<file path="src/ric_pkg.sv">
// Package: constants and carrier types for the reset and interrupt control block
package ric_pkg;

   // ************************************************************
   // Clock and timing
   // ************************************************************
   localparam real         RIC_CLK_MHZ         = 125.0;   // System clock rate
   localparam real         RIC_DELAY_SLOW_MS   = 16.0;    // Start-up delay, fuse unprogrammed
   localparam real         RIC_DELAY_FAST_MS   = 0.28;    // Start-up delay, fuse programmed
   localparam int unsigned RIC_SLOW_CYC        = int'(RIC_DELAY_SLOW_MS * RIC_CLK_MHZ * 1000.0);
   localparam int unsigned RIC_FAST_CYC        = int'(RIC_DELAY_FAST_MS * RIC_CLK_MHZ * 1000.0);
   localparam int unsigned RIC_ENTRY_CYC       = 4;       // Interrupt entry length
   localparam int unsigned RIC_RETURN_CYC      = 4;       // Interrupt return length
   localparam int unsigned RIC_VJUMP_CYC       = 2;       // Vector relative jump length

   // ************************************************************
   // Register map (index; byte address is four times it)
   // ************************************************************
   localparam logic [5:0]  RIC_IDX_MCU_CTRL    = 6'h35;   // mcu_general_control
   localparam logic [5:0]  RIC_IDX_IRQ_EN      = 6'h36;   // Interrupt enables
   localparam logic [5:0]  RIC_IDX_IRQ_FLAG    = 6'h37;   // Flags and level requests
   localparam logic [7:0]  RIC_MCU_RESET       = 8'h00;   // mcu_general_control after reset

   // ************************************************************
   // Field positions of mcu_general_control
   // ************************************************************
   localparam int          RIC_B_SRAM_EN       = 7;       // ext_sram_enable
   localparam int          RIC_B_SRAM_WAIT     = 6;       // ext_sram_wait_select
   localparam int          RIC_B_SLEEP_ALLOW   = 5;       // sleep_allow
   localparam int          RIC_B_SLEEP_DEPTH   = 4;       // sleep_depth_select
   localparam int          RIC_F_IRQ1_LO       = 2;       // Low bit of irq1 sense field
   localparam int          RIC_F_IRQ0_LO       = 0;       // Low bit of irq0 sense field

   // ************************************************************
   // Sense codes and vectors
   // ************************************************************
   localparam logic [1:0]  RIC_SENSE_LOW       = 2'h0;    // Low level
   localparam logic [1:0]  RIC_SENSE_NONE      = 2'h1;    // No trigger
   localparam logic [1:0]  RIC_SENSE_FALL      = 2'h2;    // Falling edge
   localparam logic [1:0]  RIC_SENSE_RISE      = 2'h3;    // Rising edge
   localparam logic [15:0] RIC_VEC_RESET       = 16'h0000; // Fetch address after reset
   localparam logic [15:0] RIC_VEC_IRQ0        = 16'h0001; // Vector of irq 0
   localparam logic [15:0] RIC_VEC_IRQ1        = 16'h0002; // Vector of irq 1

   // ************************************************************
   // Types
   // ************************************************************
   typedef enum logic [4:0] {
      RIC_ST_RUN    = 5'h01,
      RIC_ST_ENTRY  = 5'h02,
      RIC_ST_VJUMP  = 5'h04,
      RIC_ST_RETURN = 5'h08,
      RIC_ST_AFTER  = 5'h10
   } ric_state_t;

   // Strobes toward the CPU core
   typedef struct packed {
      logic        hold;        // Core stalled by sequencer
      logic        push;        // Write sdata to stack
      logic        pop;         // Read byte from stack
      logic        sp_dec2;     // Stack pointer minus two
      logic        sp_inc2;     // Stack pointer plus two
      logic        gie_clear;   // Clear global enable
      logic        gie_set;     // Set global enable
      logic        vec_load;    // Load vaddr into program counter
      logic [7:0]  sdata;       // Byte to push
      logic [15:0] vaddr;       // Fetch address
   } ric_core_t;

endpackage : ric_pkg

</file>
<file path="src/ric_reset_irq_ctl.sv">
// Reset generation, external interrupts, core entry/return sequencing and control register
//
// Behaviour
// - Reset from power-on, pin, or watchdog
// - Low reset pin beyond minimum width resets
// - Watchdog expiry resets only when enabled
// - Registers initialise; fetch restarts at zero
// - Hold reset for fuse-selected start-up delay
// - Interrupt pins trigger even as outputs
// - Sense field picks falling, rising, low
// - Low level requests while pin stays low
// - Entry takes four cycles before vector
// - Entry pushes two PC bytes, SP minus two
// - Vector jump takes two cycles
// - Multi-cycle instruction finishes before entry
// - Return: pop PC, SP plus two, set enable
// - One main instruction after return first
// - Flags register never saved by hardware
// - Edge flag sets only on new event
// - Level interrupt is never latched
// - Control register eight bits, resets zero
// - SRAM enable hands pins to memory
// - SRAM enable clear restores port functions
// - Reset pin acts without the clock
// - SRAM wait bit adds one wait cycle
//
// Decided for this implementation: the Avalon-MM slave port.
`timescale 1ns/1ps
module ric_reset_irq_ctl
   import ric_pkg::*;
#(
   parameter int unsigned SLOW_CYC = RIC_SLOW_CYC,   // Start-up delay, slow
   parameter int unsigned FAST_CYC = RIC_FAST_CYC    // Start-up delay, fast
)(
   // Clock and reset sources
   input  wire logic        clk,
   input  wire logic        rst_n,
   input  wire logic        por_n,
   input  wire logic        ext_rst_n,
   input  wire logic        wdt_expire,
   input  wire logic        wdt_enable,
   input  wire logic        fast_startup_fuse,
   // Interrupt pins
   input  wire logic        ext_irq_pin_0,
   input  wire logic        ext_irq_pin_1,
   // Avalon-MM slave
   input  wire logic [7:0]  avs_address,
   input  wire logic        avs_read,
   input  wire logic        avs_write,
   input  wire logic [31:0] avs_writedata,
   input  wire logic [3:0]  avs_byteenable,
   output logic [31:0]      avs_readdata,
   output logic             avs_waitrequest,
   // CPU core
   input  wire logic        core_instr_done,
   input  wire logic        core_gie,
   input  wire logic        core_reti,
   input  wire logic [15:0] core_pc,
   output ric_core_t        core_ctl,
   output logic             sys_rst_n,
   // Pin function and sleep controls
   output logic             muxed_addr_data_pins_own,
   output logic             high_addr_pins_own,
   output logic             strobe_pins_own,
   output logic             ext_sram_wait_select,
   output logic             sleep_allow,
   output logic             sleep_depth_select
);

   initial begin
      if (SLOW_CYC < 1 || FAST_CYC < 1 || SLOW_CYC >= (1 << 24) || FAST_CYC >= (1 << 24)) begin
         $error("ric_reset_irq_ctl: delay counts out of range");
      end
   end

   // ************************************************************
   // Reset generation
   // ************************************************************
   logic        arst_n;      // Combined asynchronous reset
   logic        pend_q;      // Delay not yet loaded
   logic [23:0] cnt_q;       // Start-up delay down-counter
   logic [23:0] delay;       // Delay chosen by fuse
   logic        wdt_trip;    // Enabled watchdog expiry
   logic        in_rst;      // Internal reset active
   logic        sys_rst_n_q; // Registered reset out

   // Power-on and pin act asynchronously, clock or no clock
   assign arst_n   = rst_n & por_n & ext_rst_n;
   assign wdt_trip = wdt_expire & wdt_enable;
   assign delay    = fast_startup_fuse ? FAST_CYC[23:0] : SLOW_CYC[23:0];
   assign in_rst   = pend_q | (cnt_q != 24'h000000);

   // Any source reloads the full delay; count down to release
   always_ff @(posedge clk or negedge arst_n) begin
      if (!arst_n) begin
         pend_q <= 1'b1;
         cnt_q  <= 24'h000000;
      end else if (pend_q | wdt_trip) begin
         pend_q <= 1'b0;
         cnt_q  <= delay;
      end else if (cnt_q != 24'h000000) begin
         cnt_q  <= cnt_q - 24'h000001;
      end
   end

   // Reset output follows hold state
   always_ff @(posedge clk or negedge arst_n) begin
      if (!arst_n) begin
         sys_rst_n_q <= 1'b0;
      end else begin
         sys_rst_n_q <= ~in_rst;
      end
   end

   assign sys_rst_n = sys_rst_n_q;

   // ************************************************************
   // Register bus
   // ************************************************************
   logic [7:0]  mcu_q;       // mcu_general_control
   logic [1:0]  irq_en_q;    // Interrupt enables
   logic        wait_q;      // Waitrequest
   logic [31:0] rdata_q;     // Read data
   logic        req;         // Request present
   logic        acc;         // Request accepted this edge
   logic [5:0]  idx;         // Register index
   logic        wr_mcu;      // Write to control register
   logic        wr_en;       // Write to enable register
   logic        wr_flag;     // Write-one-to-clear flags
   logic [31:0] rmux;        // Read mux
   logic [1:0]  flag;        // Edge flags
   logic [1:0]  lvl;         // Level requests
   logic [1:0]  irq_req;     // Requests to sequencer
   logic [1:0]  hw_ack;      // Flag clear on entry

   assign req     = avs_read | avs_write;
   assign acc     = req & ~wait_q;
   assign idx     = avs_address[7:2];
   assign wr_mcu  = acc & avs_write & avs_byteenable[0] & (idx == RIC_IDX_MCU_CTRL) & ~in_rst;
   assign wr_en   = acc & avs_write & avs_byteenable[0] & (idx == RIC_IDX_IRQ_EN) & ~in_rst;
   assign wr_flag = acc & avs_write & avs_byteenable[0] & (idx == RIC_IDX_IRQ_FLAG);
   assign rmux    = (idx == RIC_IDX_MCU_CTRL) ? {24'h000000, mcu_q} :
                    (idx == RIC_IDX_IRQ_EN)   ? {30'h00000000, irq_en_q} :
                    (idx == RIC_IDX_IRQ_FLAG) ? {28'h0000000, lvl, flag} : 32'h00000000;

   // One wait cycle, then accept; unmapped reads give zero
   always_ff @(posedge clk or negedge arst_n) begin
      if (!arst_n) begin
         wait_q  <= 1'b1;
         rdata_q <= 32'h00000000;
      end else begin
         wait_q  <= ~(req & wait_q);
         rdata_q <= (req & wait_q) ? rmux : rdata_q;
      end
   end

   assign avs_waitrequest = wait_q;
   assign avs_readdata    = rdata_q;

   // Control registers return to initial values while in reset
   always_ff @(posedge clk or negedge arst_n) begin
      if (!arst_n) begin
         mcu_q    <= RIC_MCU_RESET;
         irq_en_q <= 2'h0;
      end else if (in_rst) begin
         mcu_q    <= RIC_MCU_RESET;
         irq_en_q <= 2'h0;
      end else begin
         mcu_q    <= wr_mcu ? avs_writedata[7:0] : mcu_q;
         irq_en_q <= wr_en ? avs_writedata[1:0] : irq_en_q;
      end
   end

   // Memory pins taken over when set, ports restored when clear
   assign muxed_addr_data_pins_own = mcu_q[RIC_B_SRAM_EN];
   assign high_addr_pins_own       = mcu_q[RIC_B_SRAM_EN];
   assign strobe_pins_own          = mcu_q[RIC_B_SRAM_EN];
   assign ext_sram_wait_select     = mcu_q[RIC_B_SRAM_WAIT];
   assign sleep_allow              = mcu_q[RIC_B_SLEEP_ALLOW];
   assign sleep_depth_select       = mcu_q[RIC_B_SLEEP_DEPTH];

   // ************************************************************
   // External interrupt inputs
   // ************************************************************
   ric_irq_sense u_sense0 (
      .clk       (clk),
      .arst_n    (arst_n),
      .srst      (in_rst),
      .pin       (ext_irq_pin_0),
      .sense     (mcu_q[RIC_F_IRQ0_LO +: 2]),
      .enable    (irq_en_q[0]),
      .clr       ((wr_flag & avs_writedata[0]) | hw_ack[0]),
      .flag_q    (flag[0]),
      .level_req (lvl[0]),
      .req       (irq_req[0])
   );

   ric_irq_sense u_sense1 (
      .clk       (clk),
      .arst_n    (arst_n),
      .srst      (in_rst),
      .pin       (ext_irq_pin_1),
      .sense     (mcu_q[RIC_F_IRQ1_LO +: 2]),
      .enable    (irq_en_q[1]),
      .clr       ((wr_flag & avs_writedata[1]) | hw_ack[1]),
      .flag_q    (flag[1]),
      .level_req (lvl[1]),
      .req       (irq_req[1])
   );

   // ************************************************************
   // Entry and return sequencer
   // ************************************************************
   ric_state_t  st_q;        // Sequencer state
   ric_state_t  st_d;
   logic [1:0]  cnt2_q;      // Cycle within state
   logic [1:0]  cnt2_d;
   logic        sel_q;       // Interrupt being served
   logic        take;        // Start entry
   logic        restart;     // Reset just released
   ric_core_t   ctl_q;       // Core strobes
   ric_core_t   ctl_d;

   // Entry only at an instruction boundary with global enable
   assign take    = core_instr_done & core_gie & (|irq_req) & ~in_rst;
   assign restart = ~sys_rst_n_q & ~in_rst;
   assign hw_ack  = (st_q == RIC_ST_ENTRY && cnt2_q == 2'h0) ? {sel_q, ~sel_q} : 2'h0;

   // Next state and counter
   always_comb begin
      st_d   = st_q;
      cnt2_d = cnt2_q + 2'h1;
      unique case (st_q)
         RIC_ST_RUN: begin
            cnt2_d = 2'h0;
            if (take) begin
               st_d = RIC_ST_ENTRY;
            end else if (core_reti) begin
               st_d = RIC_ST_RETURN;
            end
         end
         RIC_ST_ENTRY: begin
            if (cnt2_q == 2'(RIC_ENTRY_CYC - 1)) begin
               st_d   = RIC_ST_VJUMP;
               cnt2_d = 2'h0;
            end
         end
         RIC_ST_VJUMP: begin
            if (cnt2_q == 2'(RIC_VJUMP_CYC - 1)) begin
               st_d   = RIC_ST_RUN;
            end
         end
         RIC_ST_RETURN: begin
            if (cnt2_q == 2'(RIC_RETURN_CYC - 1)) begin
               st_d   = RIC_ST_AFTER;
            end
         end
         RIC_ST_AFTER: begin
            cnt2_d = 2'h0;
            if (core_instr_done) begin
               st_d = RIC_ST_RUN;
            end
         end
      endcase
   end

   // Core strobes; status flags are never saved or restored here
   always_comb begin
      ctl_d           = '0;
      ctl_d.hold      = (st_d != RIC_ST_RUN) & (st_d != RIC_ST_AFTER);
      ctl_d.vaddr     = ctl_q.vaddr;
      ctl_d.sdata     = ctl_q.sdata;
      if (restart) begin
         ctl_d.vec_load = 1'b1;
         ctl_d.vaddr    = RIC_VEC_RESET;
      end
      if (st_q == RIC_ST_ENTRY) begin
         ctl_d.push      = (cnt2_q == 2'h0) | (cnt2_q == 2'h1);
         ctl_d.sdata     = (cnt2_q == 2'h0) ? core_pc[7:0] : core_pc[15:8];
         ctl_d.gie_clear = (cnt2_q == 2'h0);
         ctl_d.sp_dec2   = (cnt2_q == 2'h1);
         ctl_d.vec_load  = (cnt2_q == 2'(RIC_ENTRY_CYC - 1));
         ctl_d.vaddr     = sel_q ? RIC_VEC_IRQ1 : RIC_VEC_IRQ0;
      end
      if (st_q == RIC_ST_RETURN) begin
         ctl_d.pop     = (cnt2_q == 2'h0) | (cnt2_q == 2'h1);
         ctl_d.sp_inc2 = (cnt2_q == 2'h1);
         ctl_d.gie_set = (cnt2_q == 2'(RIC_RETURN_CYC - 1));
      end
   end

   // Sequencer registers; irq 0 wins over irq 1
   always_ff @(posedge clk or negedge arst_n) begin
      if (!arst_n) begin
         st_q   <= RIC_ST_RUN;
         cnt2_q <= 2'h0;
         sel_q  <= 1'b0;
         ctl_q  <= '0;
      end else if (in_rst) begin
         st_q   <= RIC_ST_RUN;
         cnt2_q <= 2'h0;
         sel_q  <= 1'b0;
         ctl_q  <= '0;
      end else begin
         st_q   <= st_d;
         cnt2_q <= cnt2_d;
         sel_q  <= (st_q == RIC_ST_RUN && take) ? ~irq_req[0] : sel_q;
         ctl_q  <= ctl_d;
      end
   end

   assign core_ctl = ctl_q;

   // ************************************************************
   // Assertions
   // ************************************************************
   property p_rst_hold;
      @(posedge clk) disable iff (!arst_n)
      (cnt_q != 24'h000000) |=> !sys_rst_n_q;
   endproperty
   a_rst_hold: assert property (p_rst_hold) else $error("reset released during delay");

   property p_wdt;
      @(posedge clk) disable iff (!arst_n)
      (wdt_expire && wdt_enable) |=> (cnt_q == delay) ##1 !sys_rst_n_q;
   endproperty
   a_wdt: assert property (p_wdt) else $error("watchdog did not restart delay");

   property p_entry;
      @(posedge clk) disable iff (!arst_n || in_rst)
      (st_q == RIC_ST_RUN && take) |=> (st_q == RIC_ST_ENTRY)[*4] ##1 (st_q == RIC_ST_VJUMP)[*2]
         ##1 (st_q == RIC_ST_RUN);
   endproperty
   a_entry: assert property (p_entry) else $error("entry or vector jump length wrong");

   property p_push;
      @(posedge clk) disable iff (!arst_n || in_rst)
      (st_q == RIC_ST_ENTRY && cnt2_q == 2'h0) |=> ctl_q.push && ctl_q.sdata == $past(core_pc[7:0])
         ##1 ctl_q.push && ctl_q.sp_dec2 ##2 ctl_q.vec_load;
   endproperty
   a_push: assert property (p_push) else $error("entry push sequence wrong");

   property p_ret;
      @(posedge clk) disable iff (!arst_n || in_rst)
      (st_q == RIC_ST_RUN && !take && core_reti) |=> (st_q == RIC_ST_RETURN)[*4] ##1 ctl_q.gie_set;
   endproperty
   a_ret: assert property (p_ret) else $error("return sequence wrong");

   property p_after;
      @(posedge clk) disable iff (!arst_n || in_rst)
      (st_q == RIC_ST_AFTER && !core_instr_done) |=> (st_q == RIC_ST_AFTER);
   endproperty
   a_after: assert property (p_after) else $error("interrupt served before one instruction");

   property p_multi;
      @(posedge clk) disable iff (!arst_n || in_rst)
      (st_q == RIC_ST_RUN && !core_instr_done) |=> (st_q != RIC_ST_ENTRY);
   endproperty
   a_multi: assert property (p_multi) else $error("entry inside an instruction");

   property p_wr;
      @(posedge clk) disable iff (!arst_n)
      wr_mcu |=> (mcu_q == $past(avs_writedata[7:0])) && (muxed_addr_data_pins_own == mcu_q[7]);
   endproperty
   a_wr: assert property (p_wr) else $error("control register write lost");

   c_entry: cover property (@(posedge clk) disable iff (!arst_n) ctl_q.vec_load && ctl_q.vaddr == RIC_VEC_IRQ1);
   c_ret:   cover property (@(posedge clk) disable iff (!arst_n) ctl_q.gie_set);
   c_wdt:   cover property (@(posedge clk) disable iff (!arst_n) wdt_trip && sys_rst_n_q);

endmodule : ric_reset_irq_ctl

</file>
<file path="src/ric_irq_sense.sv">
// External interrupt pin synchroniser, sense selection and flag
`timescale 1ns/1ps
module ric_irq_sense
   import ric_pkg::*;
(
   // Clock and resets
   input  wire logic       clk,
   input  wire logic       arst_n,
   input  wire logic       srst,
   // Pin and control
   input  wire logic       pin,
   input  wire logic [1:0] sense,
   input  wire logic       enable,
   input  wire logic       clr,
   // Status
   output logic            flag_q,
   output logic            level_req,
   output logic            req
);

   logic sync1_q;   // First synchroniser stage
   logic sync2_q;   // Second synchroniser stage
   logic prev_q;    // Delayed synced level
   logic fall;      // Falling edge seen
   logic rise;      // Rising edge seen
   logic edge_hit;  // Selected edge seen

   // ************************************************************
   // Synchroniser and edge detection
   // ************************************************************
   // Pin level is sampled whatever its direction, so driving it triggers
   always_ff @(posedge clk or negedge arst_n) begin
      if (!arst_n) begin
         sync1_q <= 1'b1;
         sync2_q <= 1'b1;
         prev_q  <= 1'b1;
      end else begin
         sync1_q <= pin;
         sync2_q <= sync1_q;
         prev_q  <= sync2_q;
      end
   end

   assign fall     = prev_q & ~sync2_q;
   assign rise     = ~prev_q & sync2_q;
   assign edge_hit = ((sense == RIC_SENSE_FALL) & fall) | ((sense == RIC_SENSE_RISE) & rise);

   // ************************************************************
   // Edge flag: set on the event only, set wins over clear
   // ************************************************************
   always_ff @(posedge clk or negedge arst_n) begin
      if (!arst_n) begin
         flag_q <= 1'b0;
      end else if (srst) begin
         flag_q <= 1'b0;
      end else if (edge_hit) begin
         flag_q <= 1'b1;
      end else if (clr) begin
         flag_q <= 1'b0;
      end
   end

   // Level request is not latched, it lasts while the pin is low
   assign level_req = (sense == RIC_SENSE_LOW) & ~sync2_q;
   assign req       = enable & (level_req | flag_q);

endmodule : ric_irq_sense

</file>
<file path="config.mk">
export PLATFORM = sky130hd
export DESIGN_NAME = ric_reset_irq_ctl
export DESIGN_NICKNAME = d
export VERILOG_FILES = /design/src/ric_pkg.sv /design/src/ric_reset_irq_ctl.sv /design/src/ric_irq_sense.sv
export SDC_FILE = /design/constraint.sdc
export NUM_CORES = 1
export LEC_CHECK = 0
export ABC_AREA = 1
export BUFFER_PORTS_ARGS = -buffer_cell sky130_fd_sc_hd__buf_2
export CORE_MARGIN = 5
export CORE_UTILIZATION = 40
export DETAILED_ROUTE_END_ITERATION = 10
export PLACE_DENSITY_LB_ADDON = 0.15
export SETUP_SLACK_MARGIN = 0.05
export SYNTH_ARGS = -nofsm -noshare
export SYNTH_HDL_FRONTEND = slang
export SYNTH_SLANG_ARGS = --single-unit
export TNS_END_PERCENT = 50
</file>
<file path="constraint.sdc">
create_clock -name clk -period 4.75 [get_ports clk]
set_clock_uncertainty 0.1 [all_clocks]
set_input_delay 0.7125 -clock clk [delete_from_list [all_inputs] [get_ports clk]]
set_output_delay 0.7125 -clock clk [all_outputs]
set_load 0.005 [all_outputs]
</file>
==> results of run 1 <==
[routing by layer]
layer	vias up	GRT usage, %
met5	-	0
met4	0	5.07
met3	13	4.14
met2	106	24.2
met1	1619	21.5
li1	1822	-
[worst paths after layout]
check	from	end	slack, ns	cells past startpoint
max	st_q[3]$_DFF_PN0_	core_ctl[31]$_DFF_PN0_	2.35	9
min	u_sense0.sync1_q$_DFF_PN1_	u_sense0.sync2_q$_DFF_PN1_	0.26	0
max reg2reg	st_q[3]$_DFF_PN0_	core_ctl[31]$_DFF_PN0_	2.35	9
min reg2reg	u_sense0.sync1_q$_DFF_PN1_	u_sense0.sync2_q$_DFF_PN1_	0.26	0
max in group asynchronous	ext_rst_n	core_ctl[27]$_DFF_PN0_	3.24	2
min in group asynchronous	por_n	cnt_q[4]$_DFFE_PN0P_	0.61	2
[critical path: cells and delay by family (launching register included)]
kind	cells	cell delay, ns
and+or+nand+nor	6	1.10
buffers and inverters	1	0.30
AOI/OAI and AO/OA	2	0.40
DFF	1	0.41
[cells by family (layout without fill, tap and decap cells)]
family	after synthesis	after routing	share of synthesized area, %
and+or+nand+nor	246	246	25.7
AOI/OAI and AO/OA	88	88	11.5
DFF	79	79	46.1
xor gates and xnor gates	5	5	1.02
buffers and inverters	118	164	14.1
adders and majority gates	5	5	1.45
other	1	39	0.0870
[state kept, by name, indices dropped and copies added (netlist names)]
| register | flops |
|---|---|
| irq_en_q | 2 |
| u_sense0.prev_q | 1 |
| u_sense1.sync1_q | 1 |
| avs_readdata | 8 |
| u_sense0.flag_q | 1 |
| st_q | 5 |
| cnt2_q | 2 |
| sys_rst_n | 1 |
| u_sense1.prev_q | 1 |
| core_ctl | 18 |
| cnt_q | 24 |
| u_sense1.flag_q | 1 |
| u_sense1.sync2_q | 1 |
| u_sense0.sync2_q | 1 |
| sel_q | 1 |
| mcu_q | 8 |
| pend_q | 1 |
| avs_waitrequest | 1 |
| u_sense0.sync1_q | 1 |
[cells in the final DEF, fill, tap and decap left out, types with 2 or more instances in the layout]
master      count
nor2_2          7
dfrtp_1        70
clkinvlp_4      2
buf_2          78
a21oi_1        39
o31ai_1         2
a31oi_1         4
clkbuf_8       11
o32ai_1         2
dfstp_2         9
o21ai_0        22
nor2_1         57
xor2_1          4
nand4_1         5
inv_1          66
nor4_1          4
nand2_1       128
nor3_1          8
o21ai_1         2
o22ai_1         8
nor2_4          3
ha_1            5
a211oi_1        5
nand3_1        23
conb_1         39
[power by group through the flow]
stage	combinational (mW)	sequential [mW]	clock, mW
floorplan	0.105	0.720	0
global placement	0.124	0.723	0
detailed placement	0.125	0.723	0
CTS	0.126	0.710	0.483
global route	0.146	0.714	0.510
finish	0.125	0.710	0.468
[per-stage QoR]
step | cell area [µm²] | power (mW) | util [%] | instances | hold WS (ns)
after floorplan | 4450 | 0.825 | - | 580 | 0.245
final | 4870 | 1.30 | 45.5 | 766 | 0.260
after global routing | 4870 | 1.37 | 45.5 | 766 | 0.264
after CTS | 4870 | 1.32 | 45.5 | 766 | 0.261
after detailed placement | 4690 | 0.848 | 43.8 | 750 | 0.248
after global placement | 4690 | 0.847 | 43.8 | 750 | 0.247
[area by class of cell]
class                      count  area (µm²)  share of cell area [%]
clock buffer                  12         155                    3.19
timing repair buffer          79         398                    8.17
tap                          140         175                    3.60
multi-input combinational    383        1860                    38.3
sequential                    79        1990                    40.8
clock inverter                 4        28.8                   0.591
inverter                      69         262                    5.37
==> reports/summary.txt, run 1 <==
Vias per cell: 4.65
Cts repair resizes: 0
Yosys top cell area share: 40.6%
RSZ-0062 raised after global routing: no
Logic pwr share: 9.6%
DR WL met2: 4.38 mm
Dominant cell type by area after synthesis: dfrtp_1
Chip height: 114 µm
Ys flop type: dfrtp_1
Synth cell types: 45
GRT overflow: 0
Die Footprint: 0.0130 mm²
Slew @ Worst Pin: 1.07 ns
H-tree levels: 3
Number of synthesized register bits: 79
Fillers: 1106
TritonCTS Buffers: 9
RePlAce Congestion: 0.798
Slowest-stage cell, CP: nor2_1
Yosys warns: 0
DRC viols: 0
Sequential Power Share: 54.5%
Cell Chain, Critical Path: nor2_1 > nand2_1 > nor2_1 > inv_2 > o31ai_1 > nand2_1 > nand2_1 > nor2_1 > a21oi_1
Post-synthesis sequential area ratio: 46.1%
Vias in the first global route: 3534
Status: complete, no violations
Worst path max stage delay: 0.57 ns
Maximum VDD drop: 0.117 mV
Setup bufs post-CTS: 0
Most frequent cell after synthesis: nand2_1
Hold-fix buffers, CTS: 0
Detailed Place HPWL: 7.21 mm
Initial antenna violation count: 0
Internal power: 958 µW
Pre-CTS WS: 2.34 ns
CTS Sinks: 79
Number of enable flip-flop cells after synthesis: 0
Number of I/O port buffers: 78
Pwr Density: 267 mW/mm²
Final setup fails: 0
Total track usage: 15.7%
Antenna cells: 0
Max Cap Viol: 0
Hold WC Path Type: reg -> reg
Fraction of layout cells with a size suffix above 1: 20.1%
Syn avg cell area: 7.96 µm²
Setup TNS: 0 ns
First-pass DRT Iterations: 4
Ys async rst share: 100%
DR iter-0 viols: 128
DR vias: 3560
Largest cells by area after synthesis: dfrtp_1 (41%), nand2_1 (11%), buf_4 (7.1%), inv_1 (5.7%), dfstp_2 (5.5%)
Area of the mapped netlist: 0.00431 mm²
Clk buf depth: 2
CP startpoint kind: flip-flop
Max-slew headroom: 28.5%
Wire length on met3: 641 µm
Critical path fanouts, max: 17
Antenna viol nets, final: 0
Fin. Hold Viols: 0
Tcrit/Tclk final: 50.5%
Worst-Skew Late Latency: 0.35 ns
Largest net degree at the start of global routing: 80
Initial Util: 40.3%
Core area: 0.0107 mm²
WL per Instance: 12.6 µm
Io pins: 146
CP Data Arrival Time: 2.58 ns
Synthesized instance count: 542
Site row count: 38
WS Path Type: reg -> reg
Top sig layer: met4
Post-synth top cells: nand2_1 (128), dfrtp_1 (70), inv_1 (66), nor2_1 (57), buf_4 (41)
Nets: 700
WL final: 9.66 mm
WP data required: 4.93 ns
Crit. End Element: flip-flop
Die X: 114 µm
Clock root buffer: clkbuf_8
Setup ws final: 2.35 ns
Switching pwr: 345 µW
Met1 wire length: 4.50 mm
Crit path time final: 2.40 ns
Clk pin slew, worst setup/hold paths: 0.08 ns
Clock power share: 35.9%
Max Freq: 417 MHz
CTS tree: done
Area Growth Syn to Fin: 12.9%
Leak: 2.43 nW
Global-route wire length before repair: 16.4 mm
Sw frac: 26.5%
Fin. max-slew vios: 0
(Power assumes the default switching activity.)
==> run 2, diff against run 1 <==
==> constraint.sdc (replaced) <==
create_clock -name clk -period 2.2 [get_ports clk]
set_clock_uncertainty 0.1 [all_clocks]
set_input_delay 0.33 -clock clk [delete_from_list [all_inputs] [get_ports clk]]
set_output_delay 0.33 -clock clk [all_outputs]
set_load 0.005 [all_outputs]
==> run 2 against run 1 <==
  * Critical path depth increased by 2
  * First-iteration DRC count decreased by 0.78%
  * Combinational power increased by 130%
  * Via count increased by 3.3%
  * Fmax increased by 22%
  * Critical path type unchanged
  * Largest cell class unchanged
==> reports/summary.txt, run 2 (synthesis results as in run 1) <==
Max Freq: 508 MHz (was 417 MHz)
DR vias: 3676 (was 3560)
Setup TNS: 0 ns (unchanged)
GRT overflow: 0 (unchanged)
Site row count: 38 (unchanged)
Final core utilization: 47.1% (was 45.5%)
Fin cells: 783 (was 766)
Pwr Density: 588 mW/mm² (was 267 mW/mm²)
Vias per cell: 4.69 (was 4.65)
Number of I/O port buffers: 78 (unchanged)
Clock root buffer: clkbuf_8 (unchanged)
DR iter-0 viols: 127 (was 128)
Detailed Place HPWL: 7.63 mm (was 7.21 mm)
Clk pin slew, worst setup/hold paths: 0.08 ns (about the same)
Largest net degree at the start of global routing: 50 (was 80)
Area Growth Syn to Fin: 17.0% (was 12.9%)
WS Path Type: reg -> reg (unchanged)
Die Footprint: 0.0130 mm² (unchanged)
First-pass DRT Iterations: 6 (was 4)
Largest register FFs: 24 (unchanged)
WP buf/inv: 1 (unchanged)
Fin. Hold Viols: 0 (unchanged)
Final setup fails: 0 (unchanged)
CTS tree: done (unchanged)
Setup ws final: 0.233 ns (was 2.35 ns)
Final hold slack: 0.0265 ns (was 0.260 ns)
Maximum VDD drop: 0.337 mV (was 0.117 mV)
DRC viols: 0 (unchanged)
H-tree levels: 3 (unchanged)
Initial antenna violation count: 0 (unchanged)
Hold WC Path Type: in -> async (was reg -> reg)
Biggest register: cnt_q (unchanged)
Max Cap Viol: 0 (unchanged)
Vias in the first global route: 3611 (was 3534)
Chip height: 114 µm (unchanged)
CP startpoint kind: flip-flop (unchanged)
CTS Sinks: 79 (unchanged)
Total track usage: 16.0% (was 15.7%)
Most frequent cells in the layout: nand2_1 (128), buf_2 (78), dfrtp_1 (70) (unchanged)
Initial Util: 40.3% (unchanged)
Antenna cells: 0 (unchanged)
Crit. End Element: flip-flop (unchanged)
TritonCTS Buffers: 9 (unchanged)
Family with the most delay on the worst path: simple AND/OR/NAND/NOR gates (unchanged)
Commonest non-fill, non-tap cell in the layout: nand2_1 (unchanged)
Core area: 0.0107 mm² (unchanged)
Tcrit/Tclk final: 89.4% (was 50.5%)
Pre-CTS WS: 0.176 ns (was 2.34 ns)
WL final: 10.0 mm (was 9.66 mm)
Slew @ Worst Pin: 0.611 ns (was 1.07 ns)
WL per Instance: 12.8 µm (was 12.6 µm)
Die X: 114 µm (unchanged)
Fin. max-slew vios: 0 (unchanged)
CP Data Arrival Time: 2.09 ns (was 2.58 ns)
Max-slew headroom: 59.0% (was 28.5%)
Leak: 2.54 nW (was 2.43 nW)
Total power: 2.97 mW (was 1.30 mW)
RSZ-0062 raised after global routing: no (unchanged)
Crit path time final: 1.97 ns (was 2.40 ns)
Status: complete, no violations (unchanged)
Global-route wire length before repair: 16.8 mm (was 16.4 mm)
Worst path max stage delay: 0.39 ns (was 0.57 ns)
Post-route cell area: 0.00504 mm² (was 0.00487 mm²)
Clk buf depth: 2 (unchanged)
Fraction of layout cells with a size suffix above 1: 21.8% (was 20.1%)
Nets: 717 (was 700)
Cell Chain, Critical Path: inv_1 > ha_1 > nand3_1 > nor2_2 > nand3_4 > nor2_8 > nand2_4 > a21oi_2 > nand2_1 > nor2_1 > a21oi_1 (was nor2_1 > nand2_1 > nor2_1 > inv_2 > o31ai_1 > nand2_1 > nand2_1 > nor2_1 > a21oi_1)
RePlAce Congestion: 0.783 (was 0.798)
Critical path fanouts, max: 5 (was 17)
WP data required: 2.32 ns (was 4.93 ns)
Worst-Skew Late Latency: 0.36 ns (was 0.35 ns)
Slowest-stage cell, CP: dfrtp_1 (was nor2_1)
Post-DP Area: 0.00477 mm² (was 0.00469 mm²)
Io pins: 146 (unchanged)
Cell count after placement: 759 (was 750)
Antenna viol nets, final: 0 (unchanged)
-- run 2: path summary, 6_finish.rpt --
check                                      startpoint                         end  slack, ns  cells after the start
hold / removal                                  rst_n           st_q[0]$_DFF_PN1_       0.03                      2
hold reg to reg            u_sense0.sync1_q$_DFF_PN1_  u_sense0.sync2_q$_DFF_PN1_       0.26                      0
min in group clk                     avs_writedata[6]        mcu_q[6]$_DFFE_PN0P_       0.13                      3
setup / recovery                 cnt_q[0]$_DFFE_PN0P_      core_ctl[31]$_DFF_PN0_       0.23                     11
setup reg to reg                 cnt_q[0]$_DFFE_PN0P_      core_ctl[31]$_DFF_PN0_       0.23                     11
max in group asynchronous                       por_n       cnt_q[17]$_DFFE_PN0P_       0.44                      4
-- run 2: routing by layer --
| layer | vias to the layer above | share of wire, % | GRT usage (%) |
|---|---|---|---|
| met5 | - | 0 | 0 |
| met4 | 0 | 1.2 | 5.23 |
| met3 | 10 | 6.6 | 3.29 |
| met2 | 100 | 47 | 25.9 |
| met1 | 1706 | 45 | 21.5 |
| li1 | 1860 | - | - |
-- run 2: timing repair --
| item | in CTS | in global routing |
|---|---|---|
| endpoints found under the hold margin | 14 | 0 |
| endpoints found under the setup margin | 0 | 2 |
| setup buffers | 0 | 4 |
| resized for setup | 0 | 0 |
| hold buffers | 4 | 0 |
-- run 2: worst reg2reg max path: cells and delay by family, from the launching register on --
| kind | cells | cell delay (ns) |
|---|---|---|
| buffers and inverters | 1 | 0.10 |
| adders and majority gates | 1 | 0.19 |
| DFF | 1 | 0.39 |
| AOI/OAI and AO/OA | 2 | 0.22 |
| and+or+nand+nor | 7 | 0.84 |
-- run 2: cell type report --
| cell class | instances | area (µm²) |
|---|---|---|
| Sequential cell | 79 | 1990 |
| Timing Repair Buffer | 96 | 548 |
| Multi-Input combinational cell | 383 | 1860 |
| Inverter | 69 | 262 |
| Tap cell | 140 | 175 |
| Clock buffer | 9 | 124 |
| Fill cell | 1079 | 5650 |
| Clock inverter | 7 | 83.8 |
-- run 2: power breakdown --
part | total [mW] | switching, mW | internal (mW)
Combinational | 0.284 | 0.178 | 0.106
Clock | 1.15 | 0.600 | 0.549
Sequential | 1.53 | 0.0359 | 1.50
Total | 2.97 | 0.813 | 2.15
